`config.mk`:
```
export PLATFORM = sky130hd
export DESIGN_NAME = fps_host_ctrl
export DESIGN_NICKNAME = d
export VERILOG_FILES = /design/src/fps_pkg.sv /design/src/fps_host_ctrl.sv
export SDC_FILE = /design/constraint.sdc
export NUM_CORES = 1
export LEC_CHECK = 0
export ABC_AREA = 1
export BUFFER_PORTS_ARGS = -buffer_cell sky130_fd_sc_hd__buf_4
export CAP_MARGIN = 20
export CORE_MARGIN = 4
export CORE_UTILIZATION = 45
export CTS_CLUSTER_DIAMETER = 120
export DETAILED_ROUTE_END_ITERATION = 10
export GPL_TIMING_DRIVEN = 1
export PLACE_DENSITY_LB_ADDON = 0.05
export SETUP_SLACK_MARGIN = 0.4
export SLEW_MARGIN = 20
export SYNTH_ARGS = -nofsm -noshare
export SYNTH_HDL_FRONTEND = slang
export SYNTH_SLANG_ARGS = --single-unit
```
`constraint.sdc`:
```
create_clock -name aclk -period 2.4 [get_ports aclk]
set_input_delay 0.24 -clock aclk [delete_from_list [all_inputs] [get_ports aclk]]
set_output_delay 0.24 -clock aclk [all_outputs]
set_load 0.01 [all_outputs]
```
`src/fps_pkg.sv`:
```
// Purpose: constants and types for the flash sequencing host
// Assumes: 40 MHz aclk, byte-wide flash with command codes
// Notes: Operation
// Operation
// - chip erase: write setup code then confirm code, both 30h
// - chip erase done once toggle bit stops changing
// - block erase starts with setup code 20h
// - confirm code d0h written inside each block to erase
// - successive block loads spaced 0.3 to 30 us apart
// - wait 200 us after last load before toggle checking
// - after block erase check polling bit is 1, then reset
// - hold chip select 6 us before a verify read
// - compatible chip erase: host runs verify and repeat loop; this host only polls the toggle bit
// - compatible block erase acts on one 16 KB block; blocks here are 4 KB (BLK_SHIFT 12)
// - chip select, output enable high while program voltage changes
package fps_pkg;
    localparam int CLK_MHZ = 40;
    localparam int T_WE_PULSE_NS = 50;
    localparam int T_WE_HIGH_NS = 100;
    localparam int T_ACCESS_NS = 120;
    localparam int T_CE_SETUP_NS = 100;
    localparam int T_VPP_SETUP_NS = 100;
    localparam int T_LOAD_SPACING_NS = 300;
    localparam int T_SEL_VERIFY_US = 6;
    localparam int T_SETTLE_US = 200;
    localparam int WE_PULSE_CYC = (T_WE_PULSE_NS * CLK_MHZ + 999) / 1000;
    localparam int WE_HIGH_CYC = (T_WE_HIGH_NS * CLK_MHZ + 999) / 1000;
    localparam int ACCESS_CYC = (T_ACCESS_NS * CLK_MHZ + 999) / 1000;
    localparam int CE_SETUP_CYC = (T_CE_SETUP_NS * CLK_MHZ + 999) / 1000;
    localparam int VPP_SETUP_CYC = (T_VPP_SETUP_NS * CLK_MHZ + 999) / 1000;
    localparam int SPACING_CYC = (T_LOAD_SPACING_NS * CLK_MHZ + 999) / 1000;
    localparam int SEL_VERIFY_CYC = T_SEL_VERIFY_US * CLK_MHZ;
    localparam int SETTLE_CYC = T_SETTLE_US * CLK_MHZ;
    localparam int SYNC_STAGES = 2;
    localparam logic [7:0] CMD_CHIP_ERASE = 8'h30;
    localparam logic [7:0] CMD_BLOCK_SETUP = 8'h20;
    localparam logic [7:0] CMD_BLOCK_CONFIRM = 8'hd0;
    localparam int BLK_SHIFT = 12;
    localparam logic [7:0] REG_CTRL = 8'h00;
    localparam logic [7:0] REG_ADDR = 8'h04;
    localparam logic [7:0] REG_DATA = 8'h08;
    localparam logic [7:0] REG_MASK = 8'h0c;
    localparam logic [7:0] REG_VPP = 8'h10;
    localparam logic [7:0] REG_STATUS = 8'h14;
    localparam logic [1:0] RESP_OKAY = 2'h0;
    localparam logic [1:0] RESP_SLVERR = 2'h2;
    localparam int POLL_BIT = 7;
    localparam int TOGGLE_BIT = 6;
    localparam int CTRL_VERIFY = 3;
    localparam logic [2:0] OP_WRITE = 3'h1;
    localparam logic [2:0] OP_READ = 3'h2;
    localparam logic [2:0] OP_PROG = 3'h3;
    localparam logic [2:0] OP_CHIP = 3'h4;
    localparam logic [2:0] OP_BLOCK = 3'h5;
    typedef enum logic [3:0] {
        ST_IDLE, ST_VPP, ST_BW, ST_BWH, ST_BR_SEL, ST_BR_OE,
        ST_PROG_DATA, ST_CHIP_CONF, ST_SCAN, ST_SPACE, ST_SETTLE,
        ST_POLL_START, ST_POLL_FIRST, ST_POLL_NEXT, ST_RESET_CMD, ST_FINISH
    } fps_st_type;
    typedef struct packed {
        logic ce_n;
        logic oe_n;
        logic we_n;
        logic vpp_en;
        logic [16:0] addr;
        logic [7:0] dq_out;
        logic dq_oe;
    } fps_pins_type;
    localparam fps_pins_type PINS_IDLE = '{ce_n: 1'b1, oe_n: 1'b1,
        we_n: 1'b1, vpp_en: 1'b0, addr: 17'h0, dq_out: 8'h0, dq_oe: 1'b0};
    typedef struct packed {
        fps_st_type st;
        fps_st_type ret;
        logic [15:0] tmr;
        logic [5:0] idx;
        logic loaded;
        logic [7:0] sync1;
        logic [7:0] sync2;
        logic [7:0] rdata;
        logic [7:0] prev;
        logic [2:0] op;
        logic verify;
        logic start;
        logic [16:0] addr_reg;
        logic [7:0] data_reg;
        logic [31:0] mask_reg;
        logic vpp_req;
        logic busy;
        logic done;
        logic fail;
        fps_pins_type pins;
        logic awready;
        logic wready;
        logic bvalid;
        logic [1:0] bresp;
        logic arready;
        logic rvalid;
        logic [1:0] rresp;
        logic [31:0] rdata_bus;
    } fps_state_type;
endpackage : fps_pkg

```
`src/fps_host_ctrl.sv`:
```
// Purpose: host sequencer driving a byte-wide flash through its pins
// Assumes: software orders operations over AXI4-Lite registers
// Notes: all state sits in one struct, registered once per edge
`timescale 1ns/1ps
module fps_host_ctrl #(
    parameter int SETTLE_CYCLES = fps_pkg::SETTLE_CYC,
    parameter logic [7:0] CMD_PROGRAM = 8'h10,
    parameter logic [7:0] CMD_RESET = 8'hff
) (
    // clock, reset, enable
    input wire logic aclk,
    input wire logic aresetn,
    input wire logic clk_en,
    // axi write
    input wire logic [7:0] awaddr,
    input wire logic awvalid,
    output logic awready,
    input wire logic [31:0] wdata,
    input wire logic [3:0] wstrb,
    input wire logic wvalid,
    output logic wready,
    output logic [1:0] bresp,
    output logic bvalid,
    input wire logic bready,
    // axi read
    input wire logic [7:0] araddr,
    input wire logic arvalid,
    output logic arready,
    output logic [31:0] rdata,
    output logic [1:0] rresp,
    output logic rvalid,
    input wire logic rready,
    // flash pins
    output fps_pkg::fps_pins_type flash_pins,
    input wire logic [7:0] flash_dq_in
);
    import fps_pkg::*;

    fps_state_type q;
    fps_state_type nxt;

    function automatic logic [31:0] wmerge(input logic [31:0] old,
            input logic [31:0] d, input logic [3:0] s);
        logic [31:0] r;
        r = old;
        for (int i = 0; i < 4; i++) begin
            if (s[i]) begin
                r[i*8 +: 8] = d[i*8 +: 8];
            end
        end
        return r;
    endfunction : wmerge

    // open one flash bus cycle, then return to r
    function automatic fps_state_type cyc(input fps_state_type s,
            input logic [16:0] a, input logic [7:0] d,
            input fps_st_type r, input logic rd);
        fps_state_type o;
        o = s;
        o.pins.ce_n = 1'b0;
        o.pins.oe_n = 1'b1;
        o.pins.we_n = rd;
        o.pins.addr = a;
        o.pins.dq_out = d;
        o.pins.dq_oe = !rd;
        o.ret = r;
        o.tmr = 16'h0;
        o.st = rd ? ST_BR_SEL : ST_BW;
        return o;
    endfunction : cyc

    always_comb begin
        logic [15:0] sel_cyc;
        sel_cyc = 16'(CE_SETUP_CYC);
        nxt = q;
        nxt.sync1 = flash_dq_in;
        nxt.sync2 = q.sync1;
        nxt.tmr = q.tmr + 16'h1;
        if (q.verify) begin
            sel_cyc = 16'(SEL_VERIFY_CYC);
        end
        unique case (q.st)
            ST_IDLE: begin
                nxt.tmr = 16'h0;
                if (q.start) begin
                    nxt.start = 1'b0;
                    nxt.busy = 1'b1;
                    nxt.done = 1'b0;
                    nxt.fail = 1'b0;
                    nxt.idx = 6'h0;
                    nxt.loaded = 1'b0;
                    unique case (q.op)
                        OP_WRITE: begin
                            nxt = cyc(nxt, q.addr_reg, q.data_reg,
                                ST_FINISH, 1'b0);
                        end
                        OP_READ: begin
                            nxt = cyc(nxt, q.addr_reg, 8'h0,
                                ST_FINISH, 1'b1);
                        end
                        OP_PROG: begin
                            nxt = cyc(nxt, q.addr_reg, CMD_PROGRAM,
                                ST_PROG_DATA, 1'b0);
                        end
                        OP_CHIP: begin
                            nxt = cyc(nxt, q.addr_reg, CMD_CHIP_ERASE,
                                ST_CHIP_CONF, 1'b0);
                        end
                        OP_BLOCK: begin
                            nxt = cyc(nxt, q.addr_reg, CMD_BLOCK_SETUP,
                                ST_SCAN, 1'b0);
                        end
                        default: begin
                            nxt.fail = 1'b1;
                            nxt.st = ST_FINISH;
                        end
                    endcase
                end else if (q.vpp_req != q.pins.vpp_en) begin
                    nxt.pins = PINS_IDLE;
                    nxt.pins.vpp_en = q.vpp_req;
                    nxt.st = ST_VPP;
                end
            end
            ST_VPP: begin
                if (q.tmr == 16'(VPP_SETUP_CYC - 1)) begin
                    nxt.st = ST_IDLE;
                end
            end
            ST_BW: begin
                if (q.tmr == 16'(WE_PULSE_CYC - 1)) begin
                    nxt.pins.we_n = 1'b1;
                    nxt.pins.ce_n = 1'b1;
                    nxt.tmr = 16'h0;
                    nxt.st = ST_BWH;
                end
            end
            ST_BWH: begin
                nxt.pins.dq_oe = 1'b0;
                if (q.tmr == 16'(WE_HIGH_CYC - 1)) begin
                    nxt.st = q.ret;
                end
            end
            ST_BR_SEL: begin
                if (q.tmr >= sel_cyc - 16'h1) begin
                    nxt.pins.oe_n = 1'b0;
                    nxt.tmr = 16'h0;
                    nxt.st = ST_BR_OE;
                end
            end
            ST_BR_OE: begin
                if (q.tmr == 16'(ACCESS_CYC + SYNC_STAGES - 1)) begin
                    nxt.rdata = q.sync2;
                    nxt.pins.oe_n = 1'b1;
                    nxt.pins.ce_n = 1'b1;
                    nxt.st = q.ret;
                end
            end
            ST_PROG_DATA: begin
                nxt = cyc(nxt, q.addr_reg, q.data_reg,
                    ST_POLL_START, 1'b0);
            end
            ST_CHIP_CONF: begin
                nxt = cyc(nxt, q.addr_reg, CMD_CHIP_ERASE,
                    ST_POLL_START, 1'b0);
            end
            ST_SCAN: begin
                nxt.idx = q.idx + 6'h1;
                if (q.idx[5]) begin
                    nxt.idx = q.idx;
                    nxt.tmr = 16'h0;
                    nxt.fail = !q.loaded;
                    nxt.st = q.loaded ? ST_SETTLE : ST_RESET_CMD;
                end else if (q.mask_reg[q.idx[4:0]]) begin
                    nxt.loaded = 1'b1;
                    nxt = cyc(nxt, 17'(q.idx[4:0]) << BLK_SHIFT,
                        CMD_BLOCK_CONFIRM, ST_SPACE, 1'b0);
                end
            end
            // least spacing, scan keeps it short
            ST_SPACE: begin
                if (q.tmr == 16'(SPACING_CYC - 1)) begin
                    nxt.st = ST_SCAN;
                end
            end
            ST_SETTLE: begin
                if (q.tmr >= SETTLE_CYCLES[15:0] - 16'h1) begin
                    nxt.st = ST_POLL_START;
                end
            end
            ST_POLL_START: begin
                nxt = cyc(nxt, q.addr_reg, 8'h0, ST_POLL_FIRST, 1'b1);
            end
            ST_POLL_FIRST: begin
                nxt.prev = q.rdata;
                nxt = cyc(nxt, q.addr_reg, 8'h0, ST_POLL_NEXT, 1'b1);
            end
            // stop when toggle bit holds still
            ST_POLL_NEXT: begin
                if (q.rdata[TOGGLE_BIT] != q.prev[TOGGLE_BIT]) begin
                    nxt.prev = q.rdata;
                    nxt = cyc(nxt, q.addr_reg, 8'h0, ST_POLL_NEXT, 1'b1);
                end else if (q.op == OP_BLOCK) begin
                    nxt.fail = !q.rdata[POLL_BIT];
                    nxt.st = ST_RESET_CMD;
                end else begin
                    if (q.op == OP_PROG) begin
                        nxt.fail = q.rdata[POLL_BIT] != q.data_reg[POLL_BIT];
                    end
                    nxt.st = ST_FINISH;
                end
            end
            ST_RESET_CMD: begin
                nxt = cyc(nxt, q.addr_reg, CMD_RESET, ST_FINISH, 1'b0);
            end
            ST_FINISH: begin
                nxt.busy = 1'b0;
                nxt.done = 1'b1;
                nxt.verify = 1'b0;
                nxt.st = ST_IDLE;
            end
        endcase

        // axi write channel
        if (q.bvalid && bready) begin
            nxt.bvalid = 1'b0;
        end
        if (q.awready) begin
            nxt.awready = 1'b0;
            nxt.wready = 1'b0;
            nxt.bvalid = 1'b1;
            nxt.bresp = RESP_OKAY;
            unique case (awaddr)
                REG_CTRL: begin
                    // a busy sequencer ignores new orders
                    if (q.st == ST_IDLE && !q.start && wstrb[0]) begin
                        nxt.op = wdata[2:0];
                        nxt.verify = wdata[CTRL_VERIFY];
                        nxt.start = 1'b1;
                    end
                end
                REG_ADDR: begin
                    nxt.addr_reg = 17'(wmerge(32'(q.addr_reg), wdata, wstrb));
                end
                REG_DATA: begin
                    nxt.data_reg = 8'(wmerge(32'(q.data_reg), wdata, wstrb));
                end
                REG_MASK: begin
                    nxt.mask_reg = wmerge(q.mask_reg, wdata, wstrb);
                end
                REG_VPP: begin
                    if (wstrb[0]) begin
                        nxt.vpp_req = wdata[0];
                    end
                end
                REG_STATUS: begin
                end
                default: begin
                    nxt.bresp = RESP_SLVERR;
                end
            endcase
        end else if (awvalid && wvalid && !q.bvalid) begin
            nxt.awready = 1'b1;
            nxt.wready = 1'b1;
        end

        // axi read channel
        if (q.rvalid && rready) begin
            nxt.rvalid = 1'b0;
        end
        if (q.arready) begin
            nxt.arready = 1'b0;
            nxt.rvalid = 1'b1;
            nxt.rresp = RESP_OKAY;
            nxt.rdata_bus = 32'h0;
            unique case (araddr)
                REG_CTRL: begin
                    nxt.rdata_bus = 32'({q.verify, q.op});
                end
                REG_ADDR: begin
                    nxt.rdata_bus = 32'(q.addr_reg);
                end
                REG_DATA: begin
                    nxt.rdata_bus = 32'(q.data_reg);
                end
                REG_MASK: begin
                    nxt.rdata_bus = q.mask_reg;
                end
                REG_VPP: begin
                    nxt.rdata_bus = 32'({q.pins.vpp_en, q.vpp_req});
                end
                REG_STATUS: begin
                    nxt.rdata_bus = 32'({q.rdata, 4'h0, q.pins.vpp_en,
                        q.fail, q.done, q.busy});
                end
                default: begin
                    nxt.rresp = RESP_SLVERR;
                end
            endcase
        end else if (arvalid && !q.rvalid) begin
            nxt.arready = 1'b1;
        end
    end

    always_ff @(posedge aclk) begin
        if (!aresetn) begin
            q <= '{st: ST_IDLE, ret: ST_IDLE, pins: PINS_IDLE,
                default: '0};
        end else if (clk_en) begin
            q <= nxt;
        end
    end

    assign awready = q.awready;
    assign wready = q.wready;
    assign bvalid = q.bvalid;
    assign bresp = q.bresp;
    assign arready = q.arready;
    assign rvalid = q.rvalid;
    assign rresp = q.rresp;
    assign rdata = q.rdata_bus;
    assign flash_pins = q.pins;
endmodule : fps_host_ctrl

```
==> flow_metrics.tcl, run 1 <==
set metrics [dict create \
    status "complete, no violations" \
    r2r-start "q[197]" \
    cts_root_buffer "clkbuf_16" \
    drt_iter0_markers 705 \
    crit_path_top_delay_cell "dfxtp_4" \
    yosysWarningCount 0 \
    rows 53 \
    ys_seq_area_frac 0.388 \
    multi_input_area_mm2 0.00484 \
    fill_cells 2108 \
    tightestPinTransition_ns 0.608 \
    grt_use_total 0.248 \
    synth-async-reset-ratio 0 \
    slew_headroom 0.590 \
    avgSynthCellArea_um2 6.82 \
    worstSetupStartpoint "q[197]" \
    final_max_slew_viol_count 0 \
    hold_class "in -> reg" \
    nets 1623 \
    grt_pass1_wl_um 48200 \
    required_ns 2.73 \
    cp-start-kind "flop" \
    period_share 0.824 \
    netlist_area_mm2 0.00981 \
    path_cells "inv_4 > nor2_4 > nand2_2 > nor2_2 > nor2_2 > nand4_1 > nand2_1 > nor3_4 > nand2_4 > nand4_1 > inv_1" \
    io_pins 139 \
    total_power_uw 7360 \
    synth_edf_count 0 \
    die_h_um 156 \
    overflow 0 \
    via_count 9643 \
    via_per_inst 5.26 \
    cts_tree "built" \
    postCtsHoldBufs 0 \
    cts.sinks 190 \
    leakagePower_uw 0.00551 \
    grt_max_degree 45 \
    reg2reg_slack_ns 0.42 \
    cp-end-kind "flop" \
    cts_buffers 17 \
    skew_ns 0.0196 \
    antenna_found_initial 0 \
    fin_crit_ns 1.98 \
    cts.clk_slew.worst_paths_ns 0.07 \
    vdd_drop_max_mv 0.457 \
    ant_nets 0 \
    endpoint "q[189]" \
    maxCapViolCount 0 \
    register_area_mm2 0.00384 \
    cpPeakStageDelay_ns 0.41 \
    hold_viol_final 0 \
    antenna_cells 0 \
    r2r_cells 11 \
    crit_fanout 8 \
    rsz0062_at_grt "true" \
    routabilityCongestion 0.939 \
    syn_to_final_growth_pct 24.1 \
    fp.coreArea_mm2 0.0212 \
    clk_latency_ns 0.45 \
    cts_max_level 4 \
    die_area_mm2 0.0242 \
    r2r-end "q[189]" \
    initial_core_util 0.462 \
    wirelength_um 31700 \
    clock_path_buffers 2 \
    synth_flop_cell "dfxtp_1" \
    hpwl_um 22700 \
    arrival_ns 2.31 \
    critPathKind "reg -> reg" \
    final_util 0.574 \
    synth.distinct_cells 47 \
    drc 0 \
    wl_per_cell_um 17.3 \
    dr.pass1.iters 7 \
    die_w_um 156 \
    drive_gt1_frac 0.237 \
    io_buffers 136 \
    grt_pass1_vias 8889 \
    fmax_mhz 506 \
    cellPowerDensity_mw_per_mm2 605 \
    synth-seq-cells 190 \
    setup_viol 0 \
    synthCells 1438 \
]
## cell usage in the layout, fill, tap and decap left out, drive strengths merged
cell type,n
a32o,8
nand3,69
bufinv,1
dfxtp,190
clkbuf,24
xnor2,4
o22ai,5
a21oi,99
a221oi,11
conb,2
nand2,299
a211oi,15
clkinvlp,2
nor3b,4
o21a,1
o2111ai,3
nor4,2
o21ai,118
xor2,5
nand3b,3
a31oi,4
or2,2
buf,206
inv,206
a22oi,1
a21o,1
o21bai,5
ha,10
o211ai,3
nor2,184
o31ai,7
nand4,22
clkinv,3
nor3,37
a311oi,2
## layout make-up
type	count	area share
Timing Repair Buffer	212	0.147
Clock inverter	14	0.0138
Inverter	198	0.0632
Sequential cell	190	0.315
Clock buffer	18	0.0353
Tap cell	275	0.0283
Multi-Input combinational cell	926	0.397
## worst min path at each step
stage	startpoint	end	slack, ns	cells after the start
after CTS	flash_dq_in[5]	q[166]	0.01	3
after global routing	flash_dq_in[7]	q[168]	0.02	3
final	flash_dq_in[5]	q[166]	0.02	3
after detailed placement	rdata[7]	rdata[7]	0.45	2
after floorplan	flash_dq_in[0]	q[161]	0.37	2
after global placement	rdata[30]	rdata[30]	0.44	2
## cell families (layout without fill, tap and decap cells)
| group | after synthesis | in the layout | share of synthesized area |
|---|---|---|---|
| and+or+nand+nor | 621 | 622 | 0.271 |
| AOI/OAI and AO/OA | 283 | 283 | 0.166 |
| buffers and inverters | 324 | 442 | 0.154 |
| adders and majority gates | 10 | 10 | 0.0128 |
| xor gates and xnor gates | 9 | 9 | 0.00804 |
| DFF | 190 | 190 | 0.388 |
| other | 1 | 2 | 0.000382 |
## power breakdown
part           switching, µW  internal [µW]  total [µW]  leakage [µW]
combinational            632            491        1120       0.00368
sequential              66.1           3250        3310       0.00155
clock                   1430           1500        2920      0.000290
total                   2120           5240        7360       0.00551
## metal layers
metal | vias up | wire length (µm) | GRT usage
met5 | - | 0 | 0
met2 | 320 | 14700 | 0.398
li1 | 4811 | - | -
met3 | 38 | 1910 | 0.0383
met1 | 4474 | 14300 | 0.345
met4 | 0 | 759 | 0.0796
## registers in the layout, summed over array words and instances (netlist names)
register,count
bresp,1
awready,1
arready,1
rresp,1
rvalid,1
rdata,32
flash_pins,30
q,122
bvalid,1
## critical path, delay by kind of cell, from the launching register on
kind / cells / cell delay [ns]
buffers and inverters: 2 / 0.09
flip-flops: 1 / 0.41
AND/OR/NAND/NOR: 9 / 1.37
## synth_stat cells, drive strengths merged (2+ instances only)
master	n	area, µm²
nand2	298	1140
inv	198	743
dfxtp	190	3800
nor2	184	738
o21ai	118	591
a21oi	99	511
buf	91	639
nand3	69	350
nor3	37	205
clkbuf	35	131
nand4	22	144
a211oi	15	113
a221oi	11	96.3
ha	10	125
a32o	8	80.1
o31ai	7	52.6
o21bai	5	37.5
o22ai	5	31.3
xor2	5	43.8
a31oi	4	25.0
nor3b	4	35.0
xnor2	4	35.0
nand3b	3	22.5
o2111ai	3	26.3
o211ai	3	22.5
a311oi	2	17.5
nor4	2	12.5
or2	2	12.5
## timing repair
item	4_1_cts	5_1_grt
gates cloned	1	10
setup endpoints to repair	53	80
pin swaps	3	30
endpoints found under the hold margin	0	0
setup buffers	5	24
resized for setup	35	103
## per-stage QoR
stage / hold WS, ns / cell area, µm² / setup TNS, ns / std cells / setup slack [ns]
global placement: 0.443 / 10700 / -0.184 / 1761 / -0.184
detailed placement: 0.450 / 10700 / -0.0973 / 1761 / -0.0973
floorplan: 0.375 / 9810 / 0 / 1439 / 0.615
global route: 0.0213 / 12200 / 0 / 1833 / 0.324
finish: 0.0208 / 12200 / 0 / 1833 / 0.422
CTS: 0.0132 / 11500 / 0 / 1799 / 0.398
Power figures use the tool's default switching activity.
==> inputs of run 2 (changes only) <==
--- a/config.mk
+++ b/config.mk
@@ -5,7 +5,7 @@
 export SDC_FILE = /design/constraint.sdc
 export NUM_CORES = 1
 export LEC_CHECK = 0
-export ABC_AREA = 1
+export ABC_AREA = 0
 export BUFFER_PORTS_ARGS = -buffer_cell sky130_fd_sc_hd__buf_4
 export CAP_MARGIN = 20
 export CORE_MARGIN = 4
==> constraint.sdc (replaced) <==
create_clock -name aclk -period 1.61 [get_ports aclk]
set_input_delay 0.161 -clock aclk [delete_from_list [all_inputs] [get_ports aclk]]
set_output_delay 0.161 -clock aclk [all_outputs]
set_load 0.01 [all_outputs]
==> run 2 against run 1 <==
The flow now finishes with violations (negative hold slack, negative setup slack). Critical path depth shrank 3. Count of clock-buffer cells in the layout did not move. Die area fell by 0.46%. Clock power rose by 47%. Largest power group unchanged.
==> flow_metrics.tcl, run 2 <==
set metrics [dict create \
    status "complete, but fails checks" \
    violations "negative hold slack, negative setup slack" \
    cts.sinks 190 \
    synthXorXnorAreaFrac 0.0179 \
    path_cells "mux4_2 > o2111a_2 > a31o_4 > nor4_4 > buf_4 > o41ai_4 > buf_4 > a211oi_2" \
    cts_root_buffer "clkbuf_16" \
    synthMuxAreaShare 0.0801 \
    setup_viol 75 \
    grt_max_degree 59 \
    final_util 0.728 \
    yosysTopAreaCell "dfxtp_1" \
    die_area_mm2 0.0241 \
    vdd_drop_max_mv 0.733 \
    io_buffers 136 \
    hpwl_um 23900 \
    clock_path_buffers 2 \
    synth.distinct_cells 74 \
    wl_met3_um 2260 \
    yosysMostFrequentCell "dfxtp_1" \
    whs_endpoint "q[81]" \
    grt_use_total 0.276 \
    cellPowerDensity_mw_per_mm2 630 \
    cts_max_level 4 \
    r2r-end "q[177]" \
    preCtsSetupSlack_ns -0.656 \
    synth_top_family_by_area "simple AND/OR/NAND/NOR gates" \
    cts.clk_slew.worst_paths_ns 0.08 \
    path_common_cell "buf_4" \
    synth_edf_count 0 \
    clk_latency_ns 0.45 \
    fin_setup_tns_ns -33.19 \
    slew_headroom 0.639 \
    avgSynthCellArea_um2 8.11 \
    antenna_cells 0 \
    synth_top_area_share 0.390 \
    crit_buf_inv 2 \
    routabilityCongestion 0.940 \
    drt-met1-wl_um 16000 \
    skew_ns 0.0142 \
    synth-seq-cells 190 \
    register_area_mm2 0.00384 \
    r2r-start "q[171]" \
    die_w_um 155 \
    initial_core_util 0.461 \
    drc 0 \
    instances_no_fill 1807 \
    r2r_cells 8 \
    via_count 10000 \
    multi_input_area_mm2 0.00657 \
    cp-end-kind "flop" \
    nets 1597 \
    drt_iter0_markers 898 \
    wl_per_cell_um 19.3 \
    fp.coreArea_mm2 0.0212 \
    yosysWarningCount 0 \
    synth_fa_ha_area_frac 0.0138 \
    final_cell_mix "buf_4 (312), dfxtp_1 (172), nand2_1 (121)" \
    maxCapViolCount 0 \
    syn_to_final_growth_pct 57.9 \
    tightestPinTransition_ns 0.538 \
    fin_crit_ns 2.24 \
    fill_cells 1577 \
    cp_top_family "compound AO/OA/AOI/OAI gates" \
    layout_commonest_cell "buf_4" \
    synthTopCellsByCount "dfxtp_1 (190), nand2_1 (165), nor2_1 (145)" \
    arrival_ns 2.60 \
    synth_compound_area_frac 0.168 \
    dr.pass1.iters 8 \
    die_h_um 155 \
    critPathKind "reg -> reg" \
    largest_reg_flops 122 \
    dp.cells 1688 \
    cts_tree "built" \
    io_pins 139 \
    antenna_found_initial 0 \
    rsz0062_at_grt "true" \
    synthCells 1204 \
    period_share 1.39 \
    leakagePower_uw 0.00594 \
    hold_viol_final 1 \
    reg2reg_slack_ns -0.63 \
    fin_hold_ws_ns -0.00431 \
    routed.top_layer "met4" \
    crit_path_top_delay_cell "mux4_2" \
    synth-simple-area-share 0.237 \
    met2_length_um 15800 \
    registers.top_by_ff_count "q" \
    hold_path_depth 3 \
    drive_gt1_frac 0.483 \
    synth-async-reset-ratio 0 \
    synthTopCellsByArea "dfxtp_1 (39%), nand2_1 (6.3%), a21oi_1 (6.2%)" \
    ys_seq_area_frac 0.390 \
    cts_buffers 17 \
    synth_flop_cell "dfxtp_1" \
    grt_pass1_vias 9722 \
    ant_nets 0 \
    via_per_inst 5.56 \
    final_max_slew_viol_count 0 \
    cpPeakStageDelay_ns 0.52 \
    required_ns 1.97 \
    hold_class "in -> reg" \
    grt_pass1_wl_um 53300 \
    netlist_area_mm2 0.00976 \
    wirelength_um 34800 \
    hold_start "wdata[6]" \
    setup_ws_ns -0.633 \
    rows 53 \
    cp-start-kind "flop" \
    crit_fanout 4 \
    overflow 0 \
    fmax_mhz 446 \
]
## run 2: changes by cell type after synthesis, sizes merged, moves of 11 or more
cell,previous run,this run
a221oi,11,0
o21ai,118,45
a21oi,99,121
nand2,298,165
clkbuf,35,56
nor2,184,145
nor3,37,19
mux2i,0,59
nor2b,0,15
inv,198,20
and2,0,12
## run 2: per-layer routing
metal,track usage,up-vias
li1,-,4791
met3,0.0478,58
met2,0.426,374
met1,0.401,4815
met4,0.0734,0
met5,0,-
## run 2: cells by family after synthesis
group	after synthesis
AOI/OAI and AO/OA	255
xor gates and xnor gates	20
adders and majority gates	11
buffers and inverters	162
DFF	190
muxes	70
other	1
and+or+nand+nor	495
## run 2: area by class of cell
class                   instances  share of cell area
multi-input cells             853               0.426
repair buffers                437               0.258
flip-flops and latches        190               0.249
clock buffers                  18              0.0279
well taps                     275              0.0223
clock inverters                14              0.0111
inverters                      20             0.00512
## run 2: worst reg2reg max path, delay by kind of cell (launching register included)
kind,cells,cell delay [ns]
AOI/OAI and AO/OA,4,0.76
buffers and inverters,2,0.37
DFF,1,0.39
muxes,1,0.52
and+or+nand+nor,1,0.11
## run 2: report_power, final
part / switching, µW / internal [µW] / total [µW]
registers: 16.5 / 4710 / 4730
clock network: 2190 / 2100 / 4290
logic: 366 / 329 / 695
## run 2: through the flow
stage                     area (µm²)  total power [µW]
final                          15400              9710
after global routing           15400              9990
after CTS                      14500              9690
after detailed placement       12400              5360
after global placement         12400              5350
after floorplan                10300              5080
## run 2: worst max path at each step
stage,from,to,slack (ns),cells after the start
final,q[171],q[177],-0.63,8
after global routing,q[133],q[177],-0.71,10
after CTS,q[133],q[199],-0.60,10
after detailed placement,q[133],flash_pins[28],-0.66,9
after global placement,q[133],flash_pins[28],-0.63,9
after floorplan,q[171],flash_pins[5],-0.57,8
## run 2: what timing repair did
action	CTS	global route
resized for setup	219	165
pin swaps	81	86
buffers inserted	21	23
hold buffers	35	0
cloned	8	0
hold endpoints to repair	39	0
setup endpoints to repair	170	171
==> inputs of run 3 (changes only) <==
--- a/config.mk
+++ b/config.mk
@@ -9,10 +9,11 @@
 export BUFFER_PORTS_ARGS = -buffer_cell sky130_fd_sc_hd__buf_4
 export CAP_MARGIN = 20
 export CORE_MARGIN = 4
-export CORE_UTILIZATION = 45
+export CORE_UTILIZATION = 40
 export CTS_CLUSTER_DIAMETER = 120
 export DETAILED_ROUTE_END_ITERATION = 10
 export GPL_TIMING_DRIVEN = 1
+export MAX_ROUTING_LAYER = met4
 export PLACE_DENSITY_LB_ADDON = 0.05
 export SETUP_SLACK_MARGIN = 0.4
 export SLEW_MARGIN = 20
==> run 3 against run 2 <==
The run ends with negative setup slack left. Final cell count rose by 1.8%. Final area fell by 1.3%. Clock skew fell by 0.0020 ns. Register-to-register slack improved by 0.02 ns. Maximum frequency rose by 1.1%. Non-clock buffer count fell by 10. Largest cell class unchanged.
==> flow_metrics.tcl, run 3 (synthesis results as in run 2) <==
set metrics [dict create \
    status "complete, but fails checks" \
    violations "negative setup slack" \
    overflow 0 \
    clock_path_buffers 2 \
    cp_top_family "compound AO/OA/AOI/OAI gates" \
    via_per_inst 5.36 \
    drt_iter0_markers 676 \
    fp.coreArea_mm2 0.0238 \
    grt_max_degree 56 \
    wl_per_cell_um 18.6 \
    wirelength_um 34200 \
    hold_class "in -> reg" \
    design_area_mm2 0.0152 \
    cp-start-kind "flop" \
    setup_viol 73 \
    cpPeakStageDelay_ns 0.52 \
    slew_headroom 0.636 \
    cts_max_level 4 \
    endpoint "flash_pins[8]" \
    period_share 1.38 \
    cts.sinks 190 \
    tightestPinTransition_ns 0.545 \
    cts_root_buffer "clkbuf_16" \
    cp-end-kind "flop" \
    initial_core_util 0.411 \
    cellPowerDensity_mw_per_mm2 623 \
    grt_use_total 0.249 \
    largest_reg_flops 122 \
    via_count 9866 \
    rows 56 \
    crit_path_top_delay_cell "mux4_2" \
    routabilityCongestion 0.891 \
    fin_setup_tns_ns -30.46 \
    maxCapViolCount 0 \
    antenna_cells 0 \
    hold_viol_final 0 \
    skew_ns 0.0122 \
    required_ns 1.93 \
    place_area_mm2 0.0124 \
    clk_latency_ns 0.44 \
    r2r_cells 7 \
    die_area_mm2 0.0270 \
    worstSetupStartpoint "q[171]" \
    dr.pass1.iters 6 \
    reg2reg_slack_ns -0.61 \
    cts_buffers 17 \
    leakagePower_uw 0.00590 \
    grt_pass1_vias 9240 \
    vdd_drop_max_mv 0.732 \
    ant_nets 0 \
    critPathKind "reg -> reg" \
    cts.clk_slew.worst_paths_ns 0.08 \
    final_max_slew_viol_count 0 \
    registers.top_by_ff_count "q" \
    drive_gt1_frac 0.483 \
    nets 1587 \
    final_cell_mix "buf_4 (318), dfxtp_1 (170), nor2_1 (115)" \
    dp.cells 1724 \
    fin_crit_ns 2.22 \
    crit_buf_inv 1 \
    layout_commonest_cell "buf_4" \
    syn_to_final_growth_pct 55.9 \
    cp.depth 7 \
    preCtsSetupSlack_ns -0.691 \
    cts_tree "built" \
    grt_pass1_wl_um 51300 \
    fmax_mhz 451 \
    path_cells "mux4_2 > o2111a_2 > a31oi_4 > nand3_4 > and2_4 > buf_6 > o221a_4" \
    io_buffers 136 \
    crit_fanout 5 \
    io_pins 139 \
    hpwl_um 24300 \
    arrival_ns 2.54 \
    setup_ws_ns -0.609 \
    antenna_found_initial 1 \
    rsz0062_at_grt "true" \
    drc 0 \
    die_w_um 164 \
    die_h_um 164 \
    r2r-end "flash_pins[8]" \
    r2r-start "q[171]" \
    instances_no_fill 1840 \
]
==> run 3: cell count changes in the layout (fill, tap and decap cells not counted), sizes merged <==
cell         before  now
inv              23   25
dlygate4sd3      35   24
clkinv           10    5
buf             401  402
clkinvlp          1    3
==> run 3: worst min-delay path by stage <==
stage | cells past startpoint | startpoint | slack, ns | end
floorplan | 2 | wdata[25] | 0.30 | q[100]
global placement | 3 | flash_dq_in[0] | 0.39 | q[161]
detailed placement | 3 | flash_dq_in[3] | 0.40 | q[164]
CTS | 3 | wdata[11] | 0.002 | q[126]
global route | 3 | wdata[9] | 0.0001 | q[124]
finish | 3 | wdata[9] | 0.008 | q[124]
==> run 3: metal layers <==
| metal | up-vias | global-route usage | routed length, µm |
|---|---|---|---|
| li1 | 4779 | - | - |
| met1 | 4690 | 0.359 | 16200 |
| met2 | 351 | 0.356 | 14900 |
| met3 | 46 | 0.0464 | 2350 |
| met4 | 0 | 0.0713 | 716 |
| met5 | - | - | 0 |
==> run 3: where the power goes <==
group | internal (µW) | switching, µW
Clock | 2040 | 2030
Combinational | 318 | 362
Sequential | 4710 | 17.4
==> run 3: area by class of cell <==
| class | count | area, µm² |
|---|---|---|
| fillers | 2023 | 8540 |
| clock buffers | 18 | 429 |
| multi-input cells | 853 | 6500 |
| flip-flops and latches | 190 | 3850 |
| well taps | 319 | 399 |
| clock inverters | 13 | 125 |
| repair buffers | 427 | 3830 |
| inverters | 20 | 78.8 |
==> run 3: worst register-to-register path: cells and delay by family, from the launching register on <==
family / cells / cell delay, ns
AND/OR/NAND/NOR: 2 / 0.33
flip-flops: 1 / 0.39
buffers and inverters: 1 / 0.13
multiplexers: 1 / 0.52
AO/OA/AOI/OAI: 3 / 0.72
==> run 3: what timing repair did <==
action	4_1_cts	5_1_grt
hold endpoints to repair	24	0
gates cloned	8	0
setup endpoints to repair	169	174
pin swaps	102	90
resized for setup	202	175
hold buffers	24	0
setup buffers	33	20
==> run 3: stage by stage <==
step	total power, µW	hold slack (ns)	util
finish	9470	0.00751	0.640
global route	9750	0.000141	0.640
CTS	9480	0.00202	0.604
detailed placement	5360	0.402	0.522
global placement	5350	0.395	0.522
floorplan	5080	0.301	-
